[config.mk]
export PLATFORM = sky130hd
export DESIGN_NAME = agp_pin_control
export DESIGN_NICKNAME = d
export VERILOG_FILES = /design/src/hw/agp_pkg.sv /design/src/hw/agp_pin_cell.sv /design/src/hw/agp_pin_control.sv
export VERILOG_INCLUDE_DIRS = /design/src /design/src/hw
export SDC_FILE = /design/constraint.sdc
export NUM_CORES = 1
export LEC_CHECK = 0
export ABC_AREA = 1
export ABC_CLOCK_PERIOD_IN_PS = 4700
export BUFFER_PORTS_ARGS = -buffer_cell sky130_fd_sc_hd__buf_2
export CORE_UTILIZATION = 58
export CTS_CLUSTER_DIAMETER = 60
export DETAILED_ROUTE_END_ITERATION = 10
export GPL_ROUTABILITY_DRIVEN = 0
export PLACE_DENSITY = 0.95
export SYNTH_ARGS = -nofsm -noshare
export SYNTH_HDL_FRONTEND = slang
export SYNTH_SLANG_ARGS = --single-unit
export TNS_END_PERCENT = 30
[constraint.sdc]
create_clock -name ref_clk -period 4.7 [get_ports ref_clk]
set_input_delay 0 -clock ref_clk [delete_from_list [all_inputs] [get_ports ref_clk]]
set_output_delay 0 -clock ref_clk [all_outputs]
set_load 0.05 [all_outputs]
[src/hw/agp_defs.svh]
/*
 * Register offsets, field positions and reset values for the auxiliary
 * pin control block. Assumes inclusion by bare name from hw/.
 */
`ifndef AGP_DEFS_SVH
`define AGP_DEFS_SVH

// Register addresses on the device register port
`define AGP_ADDR_MODE_DIR      8'h16
`define AGP_ADDR_DRIVE_READ    8'h17

// Field positions, shared by both registers
`define AGP_MODE_LSB           8
`define AGP_DIR_LSB            0
`define AGP_LEVEL_LSB          8
`define AGP_INPUT_LSB          0

// Reset values
`define AGP_MODE_RESET         6'h3f
`define AGP_DIR_RESET          6'h00
`define AGP_LEVEL_RESET        6'h00

// Capture points inside a read transaction
`define AGP_SPI_CAPTURE_EDGE   4'h9

`endif

[src/hw/agp_pkg.sv]
/*
 * Types for the auxiliary pin control block.
 * Assumes agp_defs.svh is compiled alongside.
 */
package agp_pkg;

    // Host serial interface that carries register reads
    typedef enum logic [0:0]
    {
        AGP_HOST_SPI  = 1'b0,
        AGP_HOST_UART = 1'b1
    } agp_host_type;

    // SPI read-capture tracker states
    typedef enum logic [1:0]
    {
        AGP_SPI_IDLE  = 2'b00,
        AGP_SPI_COUNT = 2'b01,
        AGP_SPI_DONE  = 2'b10
    } agp_spi_state_type;

endpackage

[src/hw/agp_pin_cell.sv]
/*
 * One multifunction pin: pad control from mode, direction and level.
 * Assumes synchronous inputs on ref_clk; pad resolution is outside.
 */
`timescale 1ns/1ps

module agp_pin_cell
(
    // Clock and reset
    input  wire logic ref_clk,
    input  wire logic rst_sync_b,
    input  wire logic clk_en,
    // Configuration
    input  wire logic digital_mode_sel,
    input  wire logic pin_direction,
    input  wire logic output_level,
    // Pad side
    input  wire logic pad_in,
    output logic      pad_out,
    output logic      pad_oe_b,
    output logic      pad_pulldown_en,
    output logic      pad_analog_en,
    // Buffered level, zero in analog mode
    output logic      input_level
);

    logic pad_out_nxt;   // Next drive value
    logic pad_oe_b_nxt;  // Next enable, low drives
    logic pd_nxt;        // Next pulldown enable
    logic an_nxt;        // Next analog enable
    logic in_nxt;        // Next buffered level

    // Pad control decode
    always_comb
    begin
        // Direction only counts in digital mode
        pad_oe_b_nxt = ~(digital_mode_sel & pin_direction);
        // Level only reaches the pad as an output
        pad_out_nxt  = digital_mode_sel & pin_direction & output_level;
        pd_nxt       = digital_mode_sel & ~pin_direction;
        an_nxt       = ~digital_mode_sel;
        // Input buffer stays live for outputs too
        in_nxt       = digital_mode_sel & pad_in;
    end

    // Registered pad controls
    always_ff @(posedge ref_clk or negedge rst_sync_b)
    begin
        if (!rst_sync_b)
        begin
            pad_out         <= 1'b0;
            pad_oe_b        <= 1'b1;
            pad_pulldown_en <= 1'b1;
            pad_analog_en   <= 1'b0;
            input_level     <= 1'b0;
        end
        else if (clk_en)
        begin
            pad_out         <= pad_out_nxt;
            pad_oe_b        <= pad_oe_b_nxt;
            pad_pulldown_en <= pd_nxt;
            pad_analog_en   <= an_nxt;
            input_level     <= in_nxt;
        end
    end

endmodule

[src/hw/agp_pin_control.sv]
/*
 * Auxiliary pin control: mode/direction and drive/readback registers
 * for six multifunction pins, with input capture tied to host reads.
 * Assumes the host serial front end supplies register strobes and
 * read-transaction events synchronous to ref_clk.
 */
// Overview of operation
// - Mode bit zero gives analog input
// - Direction bit one makes a digital output
// - Direction ignored in analog mode
// - Digital input enables weak pulldown
// - Output keeps input buffer active
// - Level bit sets driven logic value
// - Level applies only as digital output
// - Input-state bits report buffer level
// - Analog pins read input-state zero
// - UART read samples after address parity
// - SPI read samples on ninth SCLK
`timescale 1ns/1ps
`include "agp_defs.svh"

module agp_pin_control
    import agp_pkg::*;
#(
    parameter int NUM_PINS = 6
)
(
    // Clock, reset, enable
    input  wire logic                ref_clk,
    input  wire logic                rst_b,
    input  wire logic                clk_en,
    // Register port from host interface
    input  wire logic                reg_wr,
    input  wire logic                reg_rd,
    input  wire logic [7:0]          reg_addr,
    input  wire logic [15:0]         reg_wdata,
    output logic      [15:0]         reg_rdata,
    // Host interface events
    input  wire logic                host_sel,
    input  wire logic                uart_addr_parity_end,
    input  wire logic                spi_cs_active,
    input  wire logic                spi_sclk_rise,
    input  wire logic                spi_read_cmd,
    // Pads
    input  wire logic [NUM_PINS-1:0] pad_in,
    output logic      [NUM_PINS-1:0] pad_out,
    output logic      [NUM_PINS-1:0] pad_oe_b,
    output logic      [NUM_PINS-1:0] pad_pulldown_en,
    output logic      [NUM_PINS-1:0] pad_analog_en
);

    // Reset synchroniser
    logic rst_meta_r;
    logic rst_sync_r;

    // Configuration and captured state
    logic [NUM_PINS-1:0] digital_mode_sel_r;   // Per-pin mode select
    logic [NUM_PINS-1:0] digital_mode_sel_nxt;
    logic [NUM_PINS-1:0] pin_direction_r;      // Per-pin direction
    logic [NUM_PINS-1:0] pin_direction_nxt;
    logic [NUM_PINS-1:0] output_level_r;       // Per-pin drive level
    logic [NUM_PINS-1:0] output_level_nxt;
    logic [NUM_PINS-1:0] input_level_r;        // Captured levels
    logic [NUM_PINS-1:0] input_level_nxt;
    logic [NUM_PINS-1:0] live_level;           // Buffered levels from cells
    logic [15:0]         reg_rdata_nxt;

    // SPI capture tracking
    agp_spi_state_type   spi_state_r;
    agp_spi_state_type   spi_state_nxt;
    logic [3:0]          sclk_cnt_r;
    logic [3:0]          sclk_cnt_nxt;
    logic                capture;

    // Place a pin vector at a field position of a 16-bit word
    function automatic logic [15:0] place(input logic [NUM_PINS-1:0] v, input int lsb);
        logic [15:0] w;
        w = 16'h0000;
        w[lsb +: NUM_PINS] = v;
        return w;
    endfunction

    // Two-flop reset release; assertion stays asynchronous
    always_ff @(posedge ref_clk or negedge rst_b)
    begin
        if (!rst_b)
        begin
            rst_meta_r <= 1'b0;
            rst_sync_r <= 1'b0;
        end
        else
        begin
            rst_meta_r <= 1'b1;
            rst_sync_r <= rst_meta_r;
        end
    end

    // Pin cells
    for (genvar i = 0; i < NUM_PINS; i++)
    begin : g_pin
        agp_pin_cell u_cell
        (
            .ref_clk          (ref_clk),
            .rst_sync_b       (rst_sync_r),
            .clk_en           (clk_en),
            .digital_mode_sel (digital_mode_sel_r[i]),
            .pin_direction    (pin_direction_r[i]),
            .output_level     (output_level_r[i]),
            .pad_in           (pad_in[i]),
            .pad_out          (pad_out[i]),
            .pad_oe_b         (pad_oe_b[i]),
            .pad_pulldown_en  (pad_pulldown_en[i]),
            .pad_analog_en    (pad_analog_en[i]),
            .input_level      (live_level[i])
        );
    end

    // SPI tracker: count SCLK rises of a read frame, fire on the ninth
    always_comb
    begin
        spi_state_nxt = spi_state_r;
        sclk_cnt_nxt  = sclk_cnt_r;
        capture       = 1'b0;
        unique case (spi_state_r)
            AGP_SPI_IDLE:
            begin
                sclk_cnt_nxt = 4'h0;
                // Only SPI hosts use this path
                if (host_sel == AGP_HOST_SPI && spi_cs_active)
                    spi_state_nxt = AGP_SPI_COUNT;
            end
            AGP_SPI_COUNT:
            begin
                if (!spi_cs_active)
                    spi_state_nxt = AGP_SPI_IDLE;
                else if (spi_sclk_rise)
                begin
                    sclk_cnt_nxt = sclk_cnt_r + 4'h1;
                    if (sclk_cnt_nxt == `AGP_SPI_CAPTURE_EDGE)
                    begin
                        // Read flag known from the first byte by now
                        capture       = spi_read_cmd;
                        spi_state_nxt = AGP_SPI_DONE;
                    end
                end
            end
            AGP_SPI_DONE:
            begin
                // One capture per frame
                if (!spi_cs_active)
                    spi_state_nxt = AGP_SPI_IDLE;
            end
            default:
                spi_state_nxt = AGP_SPI_IDLE;
        endcase
        // UART front end flags the end of the address parity bit on reads
        if (host_sel == AGP_HOST_UART && uart_addr_parity_end)
            capture = 1'b1;
    end

    // Register next values
    always_comb
    begin
        digital_mode_sel_nxt = digital_mode_sel_r;
        pin_direction_nxt    = pin_direction_r;
        output_level_nxt     = output_level_r;
        input_level_nxt      = input_level_r;
        reg_rdata_nxt        = 16'h0000;
        if (reg_wr && reg_addr == `AGP_ADDR_MODE_DIR)
        begin
            digital_mode_sel_nxt = reg_wdata[`AGP_MODE_LSB +: NUM_PINS];
            pin_direction_nxt    = reg_wdata[`AGP_DIR_LSB +: NUM_PINS];
        end
        else if (reg_wr && reg_addr == `AGP_ADDR_DRIVE_READ)
        begin
            // Low byte is read-only; only the level field is taken
            output_level_nxt = reg_wdata[`AGP_LEVEL_LSB +: NUM_PINS];
        end
        // Live level is already zero for analog pins
        if (capture)
            input_level_nxt = live_level;
        if (reg_rd)
        begin
            unique case (reg_addr)
                `AGP_ADDR_MODE_DIR:
                    reg_rdata_nxt = place(digital_mode_sel_r, `AGP_MODE_LSB)
                                  | place(pin_direction_r, `AGP_DIR_LSB);
                `AGP_ADDR_DRIVE_READ:
                    reg_rdata_nxt = place(output_level_r, `AGP_LEVEL_LSB)
                                  | place(input_level_nxt, `AGP_INPUT_LSB);
                default:
                    reg_rdata_nxt = 16'h0000;
            endcase
        end
    end

    // State registers
    always_ff @(posedge ref_clk or negedge rst_sync_r)
    begin
        if (!rst_sync_r)
        begin
            digital_mode_sel_r <= NUM_PINS'(`AGP_MODE_RESET);
            pin_direction_r    <= NUM_PINS'(`AGP_DIR_RESET);
            output_level_r     <= NUM_PINS'(`AGP_LEVEL_RESET);
            input_level_r      <= '0;
            spi_state_r        <= AGP_SPI_IDLE;
            sclk_cnt_r         <= 4'h0;
            reg_rdata          <= 16'h0000;
        end
        else if (clk_en)
        begin
            digital_mode_sel_r <= digital_mode_sel_nxt;
            pin_direction_r    <= pin_direction_nxt;
            output_level_r     <= output_level_nxt;
            input_level_r      <= input_level_nxt;
            spi_state_r        <= spi_state_nxt;
            sclk_cnt_r         <= sclk_cnt_nxt;
            reg_rdata          <= reg_rdata_nxt;
        end
    end

endmodule

# Yosys cells after proc, flatten, opt, wreduce, memory -nomap -nowiden
# Index checks and enable logic that the tools add are counted.
# totals
out_inout_bits,40
reg_bits,78
elab_cells,124
in_bits,40
# op_classes
muxes,17
n_addsub,1
eq_ne,11
n_bitwise,46
reduce_logical,10
# op_table
cell,n
14-bit by 6-bit OR with 14-bit output,2
14-bit one-hot mux with 2 select lines,1
1-bit bitwise AND,24
1-bit inverter,20
8-bit by 5-bit equality test with 1-bit output (second input constant),2
14-bit two-way mux,1
2-bit two-way mux,5
4-bit two-way mux,2
2-bit inequality test (second input constant),4
4-bit one-hot mux with 2 select lines,1
6-bit two-way mux,1
3-bit inequality test (second input constant),2
2-bit one-hot mux with 3 select lines,1
1-bit two-way mux,5
5-bit AND reduction,1
4-bit by 1-bit adder with 4-bit output (second input constant),1
4-bit equality test (second input constant),1
1-bit logical AND,4
4-bit AND reduction,1
3-bit AND reduction,1
2-bit by 1-bit equality test with 1-bit output (second input constant),1
2-bit equality test (second input constant),1
2-bit logical NOT,1
2-bit AND reduction,1
2-bit nonzero test,1

# Logic depth before layout (Yosys ltp)
# Gate-level depths: netlist (run 1).
# depth
word_depth,11
mapped_depth,12
ltp_nobuf,12

# Modules after synthesis
# A second synthesis (run 1) with hierarchy kept.
# unflattened
cells_unflattened,406
area_unflattened_um2,3418.3
# modules_own_cells
mod,seq_area_each_um2,cells_per_inst,instances,area_each_um2
agp_pin_control,1108.6,268,1,2164.6
agp_pin_cell,127.6,23,6,209.0

# Worst setup path before layout (run 1)
# No wires, ideal clock.
# synth_timing
path_kind,register to register
from,register sclk_cnt_r[0]
to,register reg_rdata[1]
arrival_ns,1.386
period_less_slack_ns,1.504
path_slack_ns,3.196
n_path_buf,0
stages_incl_launch_ff,12
setup_time_ns,0.118
required_time_ns,4.582
cell_sequence,dfrtp_1 ha_1 nand2_1 nand2_1 nor2_1 nand3_2 nand2_1 nand2_1 nand3_1 nand2_1 nand2_1 nand2_1
# synth_via
elab_chain_len,11
# synth_rtl
element,line,rtl
start: declaration,agp_pin_control.sv:71,logic [3:0] sclk_cnt_r;
start signal: assignment,agp_pin_control.sv:217,sclk_cnt_r <= sclk_cnt_nxt;
4-bit by 1-bit adder with 4-bit output,agp_pin_control.sv:138,sclk_cnt_nxt = sclk_cnt_r + 4'h1;
4-bit equality test (no source line),--,
1-bit two-way mux,agp_pin_control.sv:139,if (sclk_cnt_nxt == `AGP_SPI_CAPTURE_EDGE)
1-bit two-way mux,agp_pin_control.sv:136,else if (spi_sclk_rise)
1-bit two-way mux,agp_pin_control.sv:134,if (!spi_cs_active)
1-bit two-way mux,agp_pin_control.sv:124,unique case (spi_state_r)
1-bit two-way mux,agp_pin_control.sv:157,if (host_sel == AGP_HOST_UART && uart_addr_parity_end)
6-bit two-way mux,agp_pin_control.sv:180,if (capture)
14-bit by 6-bit OR with 14-bit output,agp_pin_control.sv:189,"reg_rdata_nxt = place(output_level_r, `AGP_LEVEL_LSB)"
14-bit one-hot mux with 2 select lines,agp_pin_control.sv:184,unique case (reg_addr)
14-bit two-way mux,agp_pin_control.sv:182,if (reg_rd)
end signal: assignment,agp_pin_control.sv:218,reg_rdata <= reg_rdata_nxt;
end: declaration,agp_pin_control.sv:37,"output logic [15:0] reg_rdata,"
# Every way passes these cells.
# A chain may end at the register's enable or synchronous reset.

# Final worst setup path (run 1)
# layout_timing
from,input port clk_en
to,register sclk_cnt_r[1]
# layout_via
elab_chain_len,1
# layout_rtl
element,line,rtl
start: declaration,agp_pin_control.sv:31,"input wire logic clk_en,"
4-bit AND reduction (no source line),--,
# Every way passes these cells.

==> results.json, run 1 <==
{
  "cp-startpoint": "clk_en",
  "drive_above_1_share": 0.236,
  "ys_seq_area_frac": 0.544,
  "drv_slew": 0,
  "ir_worst_vdd_mv": 0.216,
  "maxCapViolations": 0,
  "hold_viol": 0,
  "grt_max_degree": 73,
  "start_util": 0.615,
  "cts.sinks": 74,
  "critPathMaxFanout": 41,
  "worstSetupStartpointType": "input port",
  "power_switching_w": 0.000390,
  "final_util": 0.718,
  "sw_frac_of_total": 0.293,
  "power_density_nw_per_um2": 330,
  "intPower_w": 0.000939,
  "syn_area_per_cell_um2": 8.51,
  "slew_headroom": 0.421,
  "p_total_w": 0.00133,
  "critPathRequiredTime_ns": 4.92,
  "worstMarginPinSlew_ns": 0.869,
  "ff2ff_setup_slack_ns": 2.79,
  "rsz0062_at_grt": "no",
  "firstDrtPassIters": 5,
  "p_comb_frac": 0.147,
  "grt_util_all_layers": 0.284,
  "fin_crit_ns": 2.10,
  "placed_area_um2": 3650,
  "io_pins": 80,
  "hold_path_class": "input port to flop",
  "ant_nets": 0,
  "grt_pass1_wl_um": 13200,
  "die_h_um": 79.1,
  "min_from": "reg_addr[0]",
  "wl_um": 8100,
  "hpwlAfterDp_um": 5080,
  "dieArea_um2": 6260,
  "cts.clk_slew.worst_paths_ns": 0.07,
  "tritoncts": "built",
  "status": "finished, final reports clean",
  "min_to": "reg_rdata[12]",
  "overflow": 0,
  "pwr-share-clk": 0.326,
  "vias_per_cell": 5.38,
  "coreArea_um2": 5610,
  "cts_made_buffers": 9,
  "worstPathArrival_ns": 2.32,
  "ys_warn_count": 0,
  "cts_max_level": 3,
  "ff2ff_path_depth": 11,
  "seqPwrFrac": 0.527,
  "fin_nets": 515,
  "r2r-end": "reg_rdata[1]",
  "synth_cell_types": 28,
  "insertion_delay_ns": 0.36,
  "endpoint_kind": "flop",
  "grt_pass1_vias": 2823,
  "setup_viol": 0,
  "leakagePower_nw": 2.10,
  "instances_no_fill": 550,
  "netlist_area_um2": 3450,
  "worst-setup-path-type": "input port to flop",
  "grt_antenna_before_repair": 0,
  "yosys_register_bits": 74,
  "syn_to_final_growth_pct": 16.8,
  "fin_crit_sh": 0.447,
  "dp.cells": 513,
  "io_buffers": 71,
  "root_buffer": "clkbuf_8",
  "antenna_cells": 0,
  "die_w_um": 79.1,
  "finalSetupTns_ns": 0,
  "final_cell_area_um2": 4030,
  "finClkSkew_ns": 0.00815,
  "syn_inst": 405,
  "drt-initial-drc-count": 421,
  "rows": 27,
  "cts_buffer_depth": 2,
  "wl_per_cell_um": 14.7,
  "r2r_start": "sclk_cnt_r[0]",
  "holdPathStages": 6,
  "drc": 0,
  "fmaxAchievable_mhz": 476,
  "vias": 2959
}
registers in the layout (all words and copies together) (netlist names):
| name | cells |
|---|---|
| digital_mode_sel_r | 6 |
| g_pin.u_cell.input_level | 6 |
| g_pin.u_cell.pad_analog_en | 6 |
| g_pin.u_cell.pad_oe_b | 6 |
| g_pin.u_cell.pad_out | 6 |
| g_pin.u_cell.pad_pulldown_en | 6 |
| input_level_r | 6 |
| output_level_r | 6 |
| pin_direction_r | 6 |
| reg_rdata | 12 |
| rst_meta_r | 1 |
| rst_sync_r | 1 |
| sclk_cnt_r | 4 |
| spi_state_r | 2 |
repair_timing:
action / 4_1_cts / 5_1_grt
setup buffers: 0 / 0
endpoints found under the hold margin: 27 / 0
gates resized for setup: 0 / 0
hold buffers: 21 / 0
area by class of cell:
class | instances | area (um^2)
Inverter | 48 | 180
Sequential cell | 74 | 1880
Clock buffer | 13 | 149
Clock inverter | 3 | 15.0
Multi-Input combinational cell | 246 | 1140
Tap cell | 72 | 90.1
Fill cell | 415 | 1580
Timing Repair Buffer | 94 | 581
logic make-up after synthesis:
logic type,Yosys count,synth area share
and+or+nand+nor,178,0.214
buffers and inverters,88,0.130
DFF,74,0.544
AOI/OAI and AO/OA,58,0.0914
muxes,3,0.0120
adders and majority gates,2,0.00726
other,2,0.00218
power groups by stage:
stage | clock (W) | combinational, W | sequential (W)
after floorplan | 0 | 0.000124 | 0.000710
after global placement | 0 | 0.000162 | 0.000705
after detailed placement | 0 | 0.000174 | 0.000709
after CTS | 0.000427 | 0.000191 | 0.000698
after global routing | 0.000457 | 0.000218 | 0.000704
final | 0.000433 | 0.000195 | 0.000700
cells in the final DEF, fill, tap and decap left out, drive strengths merged:
cell type / netlist / final
dfrtp: 56 / 56
dfstp: 18 / 18
clkbuf: 6 / 13
o21ai: 45 / 45
inv: 47 / 47
ha: 2 / 2
a22o: 3 / 3
nand3: 26 / 26
nor2: 29 / 29
a21oi: 5 / 5
buf: 34 / 73
nor4: 1 / 1
dlygate4sd3: 0 / 21
mux2: 3 / 3
nand4: 1 / 1
clkinv: 1 / 4
o21a: 4 / 4
a311oi: 1 / 1
nand2: 119 / 119
conb: 2 / 5
nor3: 2 / 2
stage by stage:
stage	setup slack (ns)	hold WS [ns]
after floorplan	2.52	-0.296
after global placement	2.37	-0.216
after detailed placement	2.31	-0.204
after CTS	2.66	0.0939
after global routing	2.33	0.124
final	2.60	0.0977
Yosys cell counts:
master | count | area share
clkbuf_1 | 6 | 0.0065
mux2_4 | 2 | 0.0087
a21oi_1 | 5 | 0.0073
a22o_1 | 3 | 0.0076
nand3_1 | 24 | 0.035
nand2_2 | 1 | 0.0018
nand2_1 | 118 | 0.13
nor2_1 | 29 | 0.032
ha_1 | 2 | 0.0073
o21a_1 | 4 | 0.0087
buf_1 | 2 | 0.0022
dfstp_2 | 18 | 0.14
nor3_4 | 1 | 0.0047
nor4_2 | 1 | 0.0036
o21ai_1 | 1 | 0.0014
a311oi_1 | 1 | 0.0025
buf_6 | 1 | 0.0033
clkinv_1 | 1 | 0.0011
buf_2 | 3 | 0.0044
o21ai_0 | 44 | 0.064
nand4_1 | 1 | 0.0018
conb_1 | 2 | 0.0022
mux2_2 | 1 | 0.0033
inv_1 | 47 | 0.051
buf_4 | 28 | 0.061
nor3_1 | 1 | 0.0014
dfrtp_1 | 56 | 0.41
nand3_2 | 2 | 0.0058
metal layers:
layer,GRT usage,wire (um)
met2,0.457,3940
met1,0.356,3270
met4,0.153,266
met3,0.0667,621
met5,0,0
critical path, cell delays in order:
cell	delay [ns]
buf_2	0.57
clkinv_1	0.90
a311oi_1	0.69
o21ai_0	0.16
how the worst max path moves through the flow:
stage / slack, ns / cells past startpoint / end
final: 2.60 / 4 / sclk_cnt_r[1]
after global routing: 2.33 / 4 / sclk_cnt_r[1]
after CTS: 2.66 / 4 / sclk_cnt_r[1]
after detailed placement: 2.31 / 4 / sclk_cnt_r[1]
after global placement: 2.37 / 4 / sclk_cnt_r[3]
after floorplan: 2.52 / 0 / g_pin[0].u_cell.input_level
(Power assumes the default switching activity.)
==> run 2, diff against run 1 <==
Settings changed: ABC_CLOCK_PERIOD_IN_PS 4700 to 2000, CORE_UTILIZATION 58 to 54, PLACE_DENSITY 0.95 to 0.91.
Clock period 4.7 ns to 2 ns, I/O delays scaled along.
==> results.json, run 2 (same netlist as run 1, synthesis figures left out) <==
{
  "insertion_delay_ns": 0.36,
  "root_buffer": "clkbuf_8",
  "grt_max_degree": 30,
  "critPathRequiredTime_ns": 2.24,
  "worst-setup-path-type": "flop to flop",
  "holdPathStages": 3,
  "coreArea_um2": 6030,
  "r2r_start": "sclk_cnt_r[0]",
  "worstSetupStartpointType": "flop",
  "cts_max_level": 3,
  "sw_frac_of_total": 0.279,
  "leakagePower_nw": 2.14,
  "slew_headroom": 0.526,
  "drv_slew": 0,
  "min_to": "g_pin[3].u_cell.pad_oe_b",
  "setup_viol": 0,
  "p_comb_frac": 0.138,
  "grt_pass1_wl_um": 12900,
  "die_h_um": 81.9,
  "path_cells": "ha_1, nand2_1, nand2_1, nor2_1, nand3_2, nand2_2, nand2_1, nand3_1, nand2_1, nand2_1, nand2_1",
  "wl_um": 7910,
  "top_register": "reg_rdata",
  "fin_crit_sh": 0.881,
  "grt_util_all_layers": 0.264,
  "cts_buffer_depth": 2,
  "cp_num_buf_inv": 0,
  "ff2ff_setup_slack_ns": 0.24,
  "path_depth": 11,
  "firstDrtPassIters": 4,
  "layout_commonest_cell": "nand2_1",
  "status": "finished, final reports clean",
  "grt_pass1_vias": 2903,
  "vias_per_cell": 5.22,
  "grt_antenna_before_repair": 0,
  "ant_nets": 0,
  "finalSetupTns_ns": 0,
  "rsz0062_at_grt": "no",
  "maxCapViolations": 0,
  "power_switching_w": 0.000906,
  "pwr-share-clk": 0.354,
  "holdWs_ns": 0.0372,
  "power_density_nw_per_um2": 790,
  "r2r-end": "reg_rdata[5]",
  "io_buffers": 71,
  "crit_family": "simple AND/OR/NAND/NOR gates",
  "cts.sinks": 74,
  "drive_above_1_share": 0.246,
  "tritoncts": "built",
  "ff2ff_path_depth": 11,
  "ir_worst_vdd_mv": 0.485,
  "finClkSkew_ns": 0.00889,
  "cts_made_buffers": 9,
  "path_common_cell": "nand2_1",
  "largest_register_ffs": 12,
  "critPathMaxFanout": 7,
  "die_w_um": 81.9,
  "hold_path_class": "input port to flop",
  "fin_nets": 520,
  "crit_path_top_delay_cell": "dfrtp_1",
  "start_util": 0.572,
  "hold_viol": 0,
  "intPower_w": 0.00234,
  "rows": 28,
  "antenna_cells": 0,
  "cts.clk_slew.worst_paths_ns": 0.07,
  "wl_per_cell_um": 14.2,
  "seqPwrFrac": 0.508,
  "vias": 2911,
  "worstMarginPinSlew_ns": 0.705,
  "overflow": 0,
  "worstPathArrival_ns": 2.01,
  "min_from": "clk_en",
  "fin_crit_ns": 1.76,
  "endpoint_kind": "flop",
  "layout_common_cells": "nand2_1, buf_2, dfrtp_1",
  "drt-initial-drc-count": 382,
  "fmaxAchievable_mhz": 567,
  "drc": 0,
  "syn_to_final_growth_pct": 19.2,
  "io_pins": 80,
  "max_stage_delay_ns": 0.42,
  "hpwlAfterDp_um": 5460,
  "dieArea_um2": 6710,
  "post_cts_buffers": 0
}
-- run 2: cell count changes in the layout (fill, tap and decap cells not counted), sizes merged --
cell	delta
buf	+5
bufinv	+1
clkinv	-1
-- run 2: cell type report --
cell class	count	area, um^2
clock buffer	13	149
multi-input combinational	246	1140
clock inverter	3	40.0
sequential	74	1880
inverter	48	180
timing repair buffer	99	631
tap	75	93.8
fill	458	1920
-- run 2: how the worst max path moves through the flow --
stage | from | slack [ns] | endpoint
after floorplan | sclk_cnt_r[0] | 0.50 | reg_rdata[1]
after global placement | sclk_cnt_r[0] | 0.32 | reg_rdata[1]
after detailed placement | sclk_cnt_r[0] | 0.22 | reg_rdata[5]
after CTS | sclk_cnt_r[0] | 0.19 | reg_rdata[5]
after global routing | sclk_cnt_r[0] | 0.09 | reg_rdata[3]
final | sclk_cnt_r[0] | 0.24 | reg_rdata[5]
-- run 2: what timing repair did --
action | 4_1_cts | 5_1_grt
hold buffers | 21 | 0
gates resized for setup | 0 | 1
endpoints found under the hold margin | 27 | 0
endpoints found under the setup margin | 0 | 3
-- run 2: worst register-to-register path: cells and delay by family, from the launching register on --
family / cells / cell delay (ns)
adder cells (fa/ha/maj): 1 / 0.23
flip-flops: 1 / 0.42
AND/OR/NAND/NOR: 10 / 1.02
-- run 2: layer usage --
metal  global-route usage  up-vias  part of all wire
li1                     -     1382                 -
met1                0.331     1383              0.40
met2                0.426      124              0.51
met3               0.0578       22             0.069
met4                0.139        0             0.024
met5                    0        -                 0
-- run 2: power groups by stage --
stage | sequential [W] | combinational, W | clock [W]
2_1_floorplan | 0.00167 | 0.000292 | 0
5_1_grt | 0.00166 | 0.000506 | 0.00121
3_3_place_gp | 0.00167 | 0.000382 | 0
3_5_place_dp | 0.00168 | 0.000408 | 0
4_1_cts | 0.00165 | 0.000445 | 0.00115
6_report | 0.00165 | 0.000447 | 0.00115
-- run 2: stage by stage --
stage,cells,instance area [um^2],worst slack (ns),total power [W],util
finish,558,4110,0.237,0.00325,0.682
global route,558,4110,0.0861,0.00338,0.682
CTS,558,4110,0.189,0.00324,0.682
detailed placement,521,3710,0.220,0.00208,0.615
global placement,521,3710,0.323,0.00205,0.615
floorplan,408,3460,0.496,0.00196,-
